## config.mk

```make
export PLATFORM = sky130hd
export DESIGN_NAME = pcact_top
export DESIGN_NICKNAME = d
export VERILOG_FILES = /design/src/rtl/pcact_pkg.sv /design/src/rtl/pcact_cfg_if.sv /design/src/rtl/pcact_jog.sv /design/src/rtl/pcact_home.sv /design/src/rtl/pcact_top.sv
export SDC_FILE = /design/constraint.sdc
export NUM_CORES = 1
export LEC_CHECK = 0
export BUFFER_PORTS_ARGS = -buffer_cell sky130_fd_sc_hd__buf_4
export CAP_MARGIN = 20
export CORE_ASPECT_RATIO = 1.75
export CORE_MARGIN = 3
export CORE_UTILIZATION = 45
export DETAILED_ROUTE_END_ITERATION = 7
export PLACE_DENSITY = 0.65
export SLEW_MARGIN = 20
export SYNTH_ARGS = -nofsm -noshare
export SYNTH_HDL_FRONTEND = slang
export SYNTH_SLANG_ARGS = --single-unit
```

## constraint.sdc

```tcl
create_clock -name clk_i -period 11.45 [get_ports clk_i]
set_clock_uncertainty 0.05 [all_clocks]
set_input_delay 1.145 -clock clk_i [delete_from_list [all_inputs] [get_ports clk_i]]
set_output_delay 1.145 -clock clk_i [all_outputs]
set_load 0.01 [all_outputs]
```

## src/rtl/pcact_pkg.sv

```systemverilog
// Package: register map, field codes and timing constants of the positioner
package pcact_pkg;
    // ****************************************************************
    // Register map (word index on the plain register port)
    // ****************************************************************
    localparam logic [3:0] ADDR_SLOT = 4'h0;
    localparam logic [3:0] ADDR_RESTART = 4'h1;
    localparam logic [3:0] ADDR_LEGACY = 4'h2;
    localparam logic [3:0] ADDR_MASTER = 4'h3;
    localparam logic [3:0] ADDR_HTYPE = 4'h4;
    localparam logic [3:0] ADDR_HEDGE = 4'h5;
    localparam logic [3:0] ADDR_STYLE = 4'h6;
    localparam logic [3:0] ADDR_FILTER = 4'h7;
    localparam logic [3:0] ADDR_PTRIG = 4'h8;
    localparam logic [3:0] ADDR_SPEED = 4'h9;
    localparam logic [3:0] ADDR_ACCEL = 4'hA;
    localparam logic [3:0] ADDR_DECEL = 4'hB;
    localparam logic [3:0] ADDR_JERK = 4'hC;
    localparam logic [3:0] ADDR_STATUS = 4'hD;
    localparam logic [15:0] REG_RESET = 16'h0000;
    // ****************************************************************
    // Field values
    // ****************************************************************
    localparam logic [1:0] SLOT_BUILTIN = 2'h0;
    localparam logic [2:0] MASTER_MAX = 3'h4;
    localparam logic HOME_WITH_MARK = 1'b0;
    localparam logic EDGE_RISING = 1'b0;
    localparam logic STYLE_EDGE = 1'b0;
    localparam int STATUS_W = 8;
    // ****************************************************************
    // Timing: filter counts in units of one millisecond
    // ****************************************************************
    localparam int CLK_HZ = 10_000_000;
    localparam int FILTER_UNIT_US = 1000;
    localparam int FILTER_UNIT_CYC = CLK_HZ / 1_000_000 * FILTER_UNIT_US;
    typedef enum logic [3:0] {
        HS_IDLE = 4'b0001,
        HS_SENSOR = 4'b0010,
        HS_MARK = 4'b0100,
        HS_DONE = 4'b1000
    } pcact_home_t;
endpackage

```

## src/rtl/pcact_cfg_if.sv

```systemverilog
// Interface: register settings plus jog and search start controls passed from the top level to the sub-blocks
`timescale 1ns/1ps
interface pcact_cfg_if;
    logic [15:0] speed;
    logic [15:0] accel;
    logic [15:0] decel;
    logic [15:0] jerk;
    logic jog_on;
    logic search_start;
    logic search_type;
    logic sensor_edge;
    modport src (output speed, accel, decel, jerk, jog_on, search_start,
        search_type, sensor_edge);
    modport dst (input speed, accel, decel, jerk, jog_on, search_start,
        search_type, sensor_edge);
endinterface

```

## src/rtl/pcact_jog.sv

```systemverilog
// Jog speed ramp with optional jerk limit on the acceleration
`timescale 1ns/1ps
module pcact_jog (
    input wire logic clk_i,
    input wire logic rstn_i,
    pcact_cfg_if.dst cfg,
    output logic signed [16:0] speed_o,
    output logic at_speed_o
);
    import pcact_pkg::*;

    logic signed [16:0] next_speed;
    logic [15:0] acc;
    logic [15:0] next_acc;
    logic signed [16:0] target;
    logic [15:0] limit;
    logic signed [17:0] diff;

    function automatic logic [15:0] min16(input logic [15:0] a,
        input logic [15:0] b);
        min16 = (a < b) ? a : b;
    endfunction

    always_comb begin
        target = cfg.jog_on ? $signed({1'b0, cfg.speed}) : 17'sh00000;
        diff = 18'(target) - 18'(speed_o);
        limit = (diff > 0) ? cfg.accel : cfg.decel;
        if (cfg.jerk == 16'h0000) begin
            next_acc = limit;
        end else begin
            next_acc = min16(limit, 16'(acc + cfg.jerk));
        end
        if (diff == 0) begin
            next_acc = 16'h0000;
        end
        // Ramp toward the target, holding once reached
        if (diff > $signed({2'b00, next_acc})) begin
            next_speed = 17'(speed_o + $signed({1'b0, next_acc}));
        end else if (-diff > $signed({2'b00, next_acc})) begin
            next_speed = 17'(speed_o - $signed({1'b0, next_acc}));
        end else begin
            next_speed = target;
        end
    end

    always_ff @(posedge clk_i or negedge rstn_i) begin
        if (!rstn_i) begin
            speed_o <= 17'sh00000;
            acc <= 16'h0000;
        end else begin
            speed_o <= next_speed;
            acc <= next_acc;
        end
    end

    assign at_speed_o = cfg.jog_on && (speed_o == $signed({1'b0, cfg.speed}));

    property p_jog_level;
        @(posedge clk_i) disable iff (!rstn_i)
        !cfg.jog_on && speed_o == 0 |=> speed_o == 0;
    endproperty
    a_jog_level: assert property (p_jog_level)
        else $error("Jog moved while inactive");

    property p_jerk;
        @(posedge clk_i) disable iff (!rstn_i)
        cfg.jerk != 0 && acc < cfg.accel && acc < cfg.decel
        |=> acc <= 16'($past(acc) + cfg.jerk);
    endproperty
    a_jerk: assert property (p_jerk)
        else $error("Jerk limit exceeded");
endmodule

```

## src/rtl/pcact_home.sv

```systemverilog
// Machine zero search sequencer
`timescale 1ns/1ps
module pcact_home (
    input wire logic clk_i,
    input wire logic rstn_i,
    pcact_cfg_if.dst cfg,
    input wire logic sensor_i,
    input wire logic mark_i,
    output logic moving_o,
    output logic done_o
);
    import pcact_pkg::*;

    pcact_home_t state;
    pcact_home_t next_state;
    logic sensor_q;
    logic hit;

    // Active sensor edge chosen by software
    assign hit = (cfg.sensor_edge == EDGE_RISING) ? (sensor_i && !sensor_q)
                                                  : (!sensor_i && sensor_q);

    always_comb begin
        case (state)
            HS_IDLE: begin
                next_state = cfg.search_start ? HS_SENSOR : HS_IDLE;
            end
            HS_SENSOR: begin
                if (hit) begin
                    next_state = (cfg.search_type == HOME_WITH_MARK) ?
                        HS_MARK : HS_DONE;
                end else begin
                    next_state = HS_SENSOR;
                end
            end
            HS_MARK: begin
                next_state = mark_i ? HS_DONE : HS_MARK;
            end
            HS_DONE: begin
                next_state = cfg.search_start ? HS_SENSOR : HS_DONE;
            end
            default: begin
                next_state = HS_IDLE;
            end
        endcase
    end

    always_ff @(posedge clk_i or negedge rstn_i) begin
        if (!rstn_i) begin
            state <= HS_IDLE;
            sensor_q <= 1'b0;
        end else begin
            state <= next_state;
            sensor_q <= sensor_i;
        end
    end

    assign moving_o = (state == HS_SENSOR) || (state == HS_MARK);
    assign done_o = (state == HS_DONE);

    property p_sensor_only;
        @(posedge clk_i) disable iff (!rstn_i)
        state == HS_SENSOR && hit && cfg.search_type != HOME_WITH_MARK
        |=> state == HS_DONE;
    endproperty
    a_sensor_only: assert property (p_sensor_only)
        else $error("Sensor-only search did not stop");

    property p_with_mark;
        @(posedge clk_i) disable iff (!rstn_i)
        state == HS_SENSOR && hit && cfg.search_type == HOME_WITH_MARK
        |=> state == HS_MARK ##0 moving_o;
    endproperty
    a_with_mark: assert property (p_with_mark)
        else $error("Search stopped before the zero mark");

    property p_edge;
        @(posedge clk_i) disable iff (!rstn_i)
        hit |-> sensor_i == (cfg.sensor_edge == EDGE_RISING);
    endproperty
    a_edge: assert property (p_edge)
        else $error("Sensor taken on wrong edge");
endmodule

```

## src/rtl/pcact_top.sv

```systemverilog
// Positioner cycle activation: registers, trigger path, jog and home search
//
// Our own choices: the register addresses and the address-and-strobe port.
`timescale 1ns/1ps
// Summary of operation
// Jog runs only while its input or parameter trigger is high.
// Jog ramps with accel or decel to programmed speed, then holds it.
// Nonzero jerk limits how fast jog acceleration may change.
// Slot 0 picks built-in inputs; slots 1 to 3 pick accessory inputs.
// A 0 to 1 write of restart returns every cycle to its first motion.
// Legacy switch at 1 selects legacy references; needs serial mode.
// Follow master source 0 to 4: none, fast, network, encoder 1, 2.
// Search type 0 stops only after the feedback zero mark.
// Search type 1 stops at the home sensor position.
// Home sensor taken on rising edge for 0, falling for 1.
// Trigger style 0 starts a cycle on a rising trigger edge.
// Trigger style 1 re-activates the cycle while the trigger is high.
// In edge mode the controller returns a trigger low after its edge; here parameter_cycle_trigger stays set until software writes 0.
// A trigger counts only after staying high beyond the filter time.
module pcact_top (
    input wire logic clk_i,
    input wire logic rstn_i,
    input wire logic [3:0] addr_i,
    input wire logic [15:0] wdata_i,
    input wire logic wr_i,
    input wire logic rd_i,
    output logic [15:0] rdata_o,
    input wire logic [2:0] builtin_in_i,
    input wire logic [2:0] slot1_in_i,
    input wire logic [2:0] slot2_in_i,
    input wire logic [2:0] slot3_in_i,
    input wire logic [1:0] input_sel_i,
    input wire logic jog_mode_i,
    input wire logic home_start_i,
    input wire logic home_sensor_i,
    input wire logic zero_mark_i,
    input wire logic [15:0] native_ref_i,
    input wire logic [15:0] legacy_ref_i,
    output logic [15:0] ref_o,
    output logic [2:0] master_sel_o,
    output logic cycle_start_o,
    output logic cycle_rewind_o,
    output logic signed [16:0] jog_speed_o,
    output logic home_moving_o,
    output logic home_done_o
);
    import pcact_pkg::*;

    // ****************************************************************
    // Register file
    // ****************************************************************
    logic [1:0] trigger_slot_select;
    logic cycle_restart_control;
    logic legacy_reference_map;
    logic [2:0] follow_master_source;
    logic home_search_type;
    logic home_sensor_edge;
    logic cycle_trigger_style;
    logic [15:0] cycle_activation_filter;
    logic parameter_cycle_trigger;
    logic [15:0] profile_target_speed;
    logic [15:0] profile_acceleration;
    logic [15:0] profile_deceleration;
    logic [15:0] profile_jerk_limit;
    logic [1:0] next_slot;
    logic next_restart;
    logic next_legacy;
    logic [2:0] next_master;
    logic next_htype;
    logic next_hedge;
    logic next_style;
    logic [15:0] next_filter;
    logic next_ptrig;
    logic [15:0] next_speed;
    logic [15:0] next_accel;
    logic [15:0] next_decel;
    logic [15:0] next_jerk;
    logic [15:0] next_rdata;
    logic [STATUS_W-1:0] status;
    logic at_speed;

    function automatic logic wr_hit(input logic [3:0] a);
        wr_hit = wr_i && (addr_i == a);
    endfunction

    always_comb begin
        next_slot = wr_hit(ADDR_SLOT) ? wdata_i[1:0] : trigger_slot_select;
        next_restart = wr_hit(ADDR_RESTART) ? wdata_i[0]
                                            : cycle_restart_control;
        next_legacy = wr_hit(ADDR_LEGACY) ? wdata_i[0] : legacy_reference_map;
        next_master = follow_master_source;
        // Whole word is range checked so out-of-range codes never alias
        if (wr_hit(ADDR_MASTER) && wdata_i <= 16'(MASTER_MAX)) begin
            next_master = wdata_i[2:0];
        end
        next_htype = wr_hit(ADDR_HTYPE) ? wdata_i[0] : home_search_type;
        next_hedge = wr_hit(ADDR_HEDGE) ? wdata_i[0] : home_sensor_edge;
        next_style = wr_hit(ADDR_STYLE) ? wdata_i[0] : cycle_trigger_style;
        next_filter = wr_hit(ADDR_FILTER) ? wdata_i : cycle_activation_filter;
        next_ptrig = wr_hit(ADDR_PTRIG) ? wdata_i[0] : parameter_cycle_trigger;
        next_speed = wr_hit(ADDR_SPEED) ? wdata_i : profile_target_speed;
        next_accel = wr_hit(ADDR_ACCEL) ? wdata_i : profile_acceleration;
        next_decel = wr_hit(ADDR_DECEL) ? wdata_i : profile_deceleration;
        next_jerk = wr_hit(ADDR_JERK) ? wdata_i : profile_jerk_limit;
        next_rdata = 16'h0000;
        if (rd_i) begin
            case (addr_i)
                ADDR_SLOT: next_rdata = {14'h0000, trigger_slot_select};
                ADDR_RESTART: next_rdata = {15'h0000, cycle_restart_control};
                ADDR_LEGACY: next_rdata = {15'h0000, legacy_reference_map};
                ADDR_MASTER: next_rdata = {13'h0000, follow_master_source};
                ADDR_HTYPE: next_rdata = {15'h0000, home_search_type};
                ADDR_HEDGE: next_rdata = {15'h0000, home_sensor_edge};
                ADDR_STYLE: next_rdata = {15'h0000, cycle_trigger_style};
                ADDR_FILTER: next_rdata = cycle_activation_filter;
                ADDR_PTRIG: next_rdata = {15'h0000, parameter_cycle_trigger};
                ADDR_SPEED: next_rdata = profile_target_speed;
                ADDR_ACCEL: next_rdata = profile_acceleration;
                ADDR_DECEL: next_rdata = profile_deceleration;
                ADDR_JERK: next_rdata = profile_jerk_limit;
                ADDR_STATUS: next_rdata = {8'h00, status};
                default: next_rdata = 16'h0000;
            endcase
        end
    end

    always_ff @(posedge clk_i or negedge rstn_i) begin
        if (!rstn_i) begin
            trigger_slot_select <= REG_RESET[1:0];
            cycle_restart_control <= REG_RESET[0];
            legacy_reference_map <= REG_RESET[0];
            follow_master_source <= REG_RESET[2:0];
            home_search_type <= REG_RESET[0];
            home_sensor_edge <= REG_RESET[0];
            cycle_trigger_style <= REG_RESET[0];
            cycle_activation_filter <= REG_RESET;
            parameter_cycle_trigger <= REG_RESET[0];
            profile_target_speed <= REG_RESET;
            profile_acceleration <= REG_RESET;
            profile_deceleration <= REG_RESET;
            profile_jerk_limit <= REG_RESET;
            rdata_o <= REG_RESET;
        end else begin
            trigger_slot_select <= next_slot;
            cycle_restart_control <= next_restart;
            legacy_reference_map <= next_legacy;
            follow_master_source <= next_master;
            home_search_type <= next_htype;
            home_sensor_edge <= next_hedge;
            cycle_trigger_style <= next_style;
            cycle_activation_filter <= next_filter;
            parameter_cycle_trigger <= next_ptrig;
            profile_target_speed <= next_speed;
            profile_acceleration <= next_accel;
            profile_deceleration <= next_decel;
            profile_jerk_limit <= next_jerk;
            rdata_o <= next_rdata;
        end
    end

    // ****************************************************************
    // Trigger source, filter and activation style
    // ****************************************************************
    logic [2:0] slot_bus;
    logic raw_trig;
    logic [31:0] filt_cnt;
    logic [31:0] next_filt_cnt;
    logic [31:0] filt_limit;
    logic trig_ok;
    logic trig_ok_q;
    logic restart_q;
    logic next_start;
    logic next_rewind;

    always_comb begin
        case (trigger_slot_select)
            SLOT_BUILTIN: slot_bus = builtin_in_i;
            2'h1: slot_bus = slot1_in_i;
            2'h2: slot_bus = slot2_in_i;
            2'h3: slot_bus = slot3_in_i;
            default: slot_bus = builtin_in_i;
        endcase
        raw_trig = parameter_cycle_trigger;
        if (input_sel_i != 2'h0) begin
            raw_trig = raw_trig || slot_bus[input_sel_i - 2'h1];
        end
        filt_limit = 32'(cycle_activation_filter) * 32'(FILTER_UNIT_CYC);
        // Count must pass the limit, not just reach it
        if (!raw_trig) begin
            next_filt_cnt = 32'h0000_0000;
        end else if (filt_cnt <= filt_limit) begin
            next_filt_cnt = filt_cnt + 32'h0000_0001;
        end else begin
            next_filt_cnt = filt_cnt;
        end
        trig_ok = raw_trig && (filt_cnt > filt_limit);
        // Edge style needs the trigger to fall again first
        if (cycle_trigger_style == STYLE_EDGE) begin
            next_start = !jog_mode_i && trig_ok && !trig_ok_q;
        end else begin
            next_start = !jog_mode_i && trig_ok;
        end
        next_rewind = cycle_restart_control && !restart_q;
    end

    always_ff @(posedge clk_i or negedge rstn_i) begin
        if (!rstn_i) begin
            filt_cnt <= 32'h0000_0000;
            trig_ok_q <= 1'b0;
            restart_q <= 1'b0;
            cycle_start_o <= 1'b0;
            cycle_rewind_o <= 1'b0;
        end else begin
            filt_cnt <= next_filt_cnt;
            trig_ok_q <= trig_ok;
            restart_q <= cycle_restart_control;
            cycle_start_o <= next_start;
            cycle_rewind_o <= next_rewind;
        end
    end

    // ****************************************************************
    // References, master, jog and home search
    // ****************************************************************
    // Legacy map is only meaningful with serial-written references
    assign ref_o = legacy_reference_map ? legacy_ref_i : native_ref_i;
    assign master_sel_o = follow_master_source;
    assign status = {2'b00, home_moving_o, home_done_o, at_speed,
        trig_ok, cycle_trigger_style, legacy_reference_map};

    pcact_cfg_if cfg ();
    assign cfg.speed = profile_target_speed;
    assign cfg.accel = profile_acceleration;
    assign cfg.decel = profile_deceleration;
    assign cfg.jerk = profile_jerk_limit;
    assign cfg.jog_on = jog_mode_i && raw_trig;
    assign cfg.search_start = home_start_i;
    assign cfg.search_type = home_search_type;
    assign cfg.sensor_edge = home_sensor_edge;

    pcact_jog u_jog (
        .clk_i(clk_i),
        .rstn_i(rstn_i),
        .cfg(cfg),
        .speed_o(jog_speed_o),
        .at_speed_o(at_speed)
    );

    pcact_home u_home (
        .clk_i(clk_i),
        .rstn_i(rstn_i),
        .cfg(cfg),
        .sensor_i(home_sensor_i),
        .mark_i(zero_mark_i),
        .moving_o(home_moving_o),
        .done_o(home_done_o)
    );

    property p_rewind;
        @(posedge clk_i) disable iff (!rstn_i)
        $rose(cycle_restart_control) |=> cycle_rewind_o ##1 !cycle_rewind_o;
    endproperty
    a_rewind: assert property (p_rewind)
        else $error("Restart edge not turned into one rewind pulse");

    property p_edge_style;
        @(posedge clk_i) disable iff (!rstn_i)
        cycle_trigger_style == STYLE_EDGE && cycle_start_o |=> !cycle_start_o;
    endproperty
    a_edge_style: assert property (p_edge_style)
        else $error("Edge style started twice in a row");

    property p_level_style;
        @(posedge clk_i) disable iff (!rstn_i)
        cycle_trigger_style != STYLE_EDGE && trig_ok && !jog_mode_i
        |=> cycle_start_o;
    endproperty
    a_level_style: assert property (p_level_style)
        else $error("Level style did not keep activating");

    property p_filter;
        @(posedge clk_i) disable iff (!rstn_i)
        !raw_trig ##1 raw_trig |-> !trig_ok;
    endproperty
    a_filter: assert property (p_filter)
        else $error("Trigger taken before filter time");

    property p_slot;
        @(posedge clk_i) disable iff (!rstn_i)
        trigger_slot_select == 2'h0 |-> slot_bus == builtin_in_i;
    endproperty
    a_slot: assert property (p_slot)
        else $error("Built-in inputs not selected for slot 0");

    property p_legacy;
        @(posedge clk_i) disable iff (!rstn_i)
        legacy_reference_map |-> ref_o == legacy_ref_i;
    endproperty
    a_legacy: assert property (p_legacy)
        else $error("Legacy reference map ignored");

    property p_jog_gate;
        @(posedge clk_i) disable iff (!rstn_i)
        jog_mode_i |=> !cycle_start_o;
    endproperty
    a_jog_gate: assert property (p_jog_gate)
        else $error("Cycle started while jog owns the trigger");
endmodule

```

==> run_results.csv <==
group,metric,value,unit
setup_path,crit_path_top_delay_cell,"nor4_1",
status,status,"completed",
cells_and_area,seq_area,4530,um2
setup_path,critical_path_required,11.80,ns
yosys,synth_fp_nets,2055,
floorplanning,core,36000,um2
setup_path,end_kind,"flop",
timing,hold_viol_final,0,
timing,post-route-min-period,10.93,ns
drt,drt-initial-drc-count,622,
cells_and_area,antenna_cells,0,
setup_path,path_buf_inv,7,
cts,root_buffer,"clkbuf_16",
hold_path,min_path_type,"flop to flop",
cts,clk_pin_slew,0.07,ns
floorplanning,start_util,45.7,%
timing,grt_setup_unrepaired,"no",
cells_and_area,final_nets,2186,
grt,track_usage,24.9,%
drt,vias_per_cell,5.91,
flow_run,max_cap_viol_count,0,
drt,dr.pass1.iters,8,
cells_and_area,final_layout_size_suffix_gt1_share,18.9,%
cts,htreeDepth,4,
cts,clock_latency,0.46,ns
yosys,synth_area_per_cell,9.54,um2
floorplanning,ios,130,
timing,max_freq,0.0915,GHz
yosys,synth_cell_types,88,
grt,overflow,0,
cells_and_area,fill_cells,3334,
timing,slew_viol_final,0,
cts,cts.sinks,181,
grt,first_global_vias,14400,
cts,cts_tree,"done",
setup_path,slowest_delay,0.47,ns
cells_and_area,multi_input_area,11100,um2
yosys,seq_area_frac_synth,27.5,%
timing,whs,0.349,ns
drt,remaining_drc_errors,0,
placement,place_inst,2307,
yosys,ys_warn_count,0,
floorplanning,die_area,39000,um2
grt,grt_max_degree,108,
timing,relSlewSlack,33.3,%
grt,grt_pass1_wl,76600,um
setup_path,critPathArrivalTime,11.28,ns
cts,numCtsBuffers,17,
timing,tightestPinTransition,0.998,ns
setup_path,path_class,"input port to flop",
grt,antenna_found_initial,0,
floorplanning,die_w,151,um
setup_path,critPathMaxFanout,16,
timing,setup-violations-final,0,
placement,hpwlAfterDp,39200,um
drt,wire_per_inst,20.7,um
placement,gp_congestion,0.932,
setup_path,startpoint_type,"input port",
cts,clockBufferDepth,2,
setup_path,cp_top_family,"compound AO/OA/AOI/OAI gates",
yosys,synthCells,1727,
yosys,synth-async-reset-ratio,100,%
drt,vias,13800,
yosys,synth-edff-count,0,
cells_and_area,syn_to_final_growth,13.2,%
drt,drtAntennaViolNets,0,
floorplanning,die_y,259,um
cells_and_area,stdcell_count,2341,
timing,fin_crit_sh,95.5,%
yosys,ys.flop_type,"dfrtp_1",
floorplanning,row_count,92,
drt,wl,48400,um
yosys,synth_area,16500,um2
yosys,synth-seq-cells,181,
placement,port_buffers,129,
-- metal layers --
metal | routed length, um | global-route usage, %
met1 | 17500 | 25.9
met2 | 26200 | 46.7
met3 | 1480 | 2.88
met5 | 0 | 0
met4 | 3190 | 15.5
-- cell type report --
type	instances	area share, %
Inverter	176	3.54
Multi-Input combinational cell	1322	59.4
Clock buffer	18	2.36
Sequential cell	181	24.3
Timing Repair Buffer	160	6.48
Tap cell	470	3.16
Clock inverter	14	0.738
-- cells in the final DEF, fill, tap and decap left out, drive strengths merged, types with 18 or more instances in the layout --
master  synthesis  routed
fa             39      39
a21oi         101     101
nor2           93      93
a22oi          21      21
nand2          68      68
buf             9     159
and2           24      24
clkbuf         39      19
nand4          28      28
a21o           43      43
dfrtp         180     180
nor3           45      45
nand3          37      37
nor2b          18      18
ha            215     215
inv           176     182
nand2b         20      20
o21ai          70      70
mux2          118     118
o211ai         19      19
xor2           31      31
xnor2          64      64
-- registers in the layout, summed over array words and instances, names as in the netlist, 2 cells and up --
name,flops
cfg.decel,16
cfg.accel,16
rdata_o,16
cfg.jerk,16
u_home.state,4
u_jog.speed_o,17
cfg.speed,16
filt_cnt,32
trigger_slot_select,2
u_jog.acc,16
master_sel_o,3
cycle_activation_filter,16
-- worst register-to-register path: cells and delay by family (launching register included) --
family | cells | cell delay (ns)
DFF | 1 | 0.47
adders and majority gates | 3 | 0.78
buffers and inverters | 5 | 1.07
xor gates and xnor gates | 1 | 0.32
and+or+nand+nor | 11 | 2.50
AOI/OAI and AO/OA | 21 | 4.53
muxes | 3 | 0.80
-- synthesized netlist by cell type, types with 38 or more instances --
cell type  number  area (um2)
xnor2_1        64         561
mux2_2        118        1330
o21ai_0        67         335
dfrtp_1       180        4500
nand2_1        68         255
a21oi_1       101         505
inv_1         176         661
a21o_1         43         323
nor2_1         92         345
clkbuf_1       38         143
nor3_1         45         225
fa_1           39         781
ha_1          215        2690
-- path summary, 6_finish.rpt --
| path | endpoint | from | slack [ns] | depth (start not counted) |
|---|---|---|---|---|
| min in group asynchronous | filt_cnt[25] | rstn_i | 0.74 | 1 |
| min reg2reg | cycle_rewind_o | restart_q | 0.35 | 1 |
| max reg2reg | u_jog.speed_o[15] | trigger_slot_select[1] | 0.88 | 44 |
| max | u_jog.speed_o[15] | input_sel_i[0] | 0.52 | 46 |
| max in group asynchronous | u_jog.acc[9] | rstn_i | 9.06 | 2 |
| min | cycle_rewind_o | restart_q | 0.35 | 1 |
-- cell families after synthesis --
logic type	share of synthesized area [%]
AND/OR/NAND/NOR	14.0
AO/OA/AOI/OAI	17.7
adder cells (fa/ha/maj)	21.1
buffers and inverters	5.39
flip-flops	27.5
multiplexers	9.27
XOR/XNOR	5.05
-- stage by stage --
step / setup WS (ns) / setup TNS [ns] / cell area, um2 / utilization [%]
2_1_floorplan: 1.26 / 0 / 16500 / -
6_report: 0.518 / 0 / 18600 / 51.7
3_5_place_dp: -0.155 / -0.155 / 18000 / 50.1
4_1_cts: 0.330 / 0 / 18600 / 51.7
3_3_place_gp: 0.137 / 0 / 18000 / 50.1
5_1_grt: 0.00738 / 0 / 18600 / 51.7
-- repair_timing --
item	in CTS	in global routing
gates resized for setup	0	2
hold endpoints to repair	0	0
setup buffers	0	2
hold buffers	0	0
setup endpoints to repair	0	13
Power is left out: the tool's default activity adds up to more than one toggle a clock period on the data nets, which glitch-free logic cannot reach.
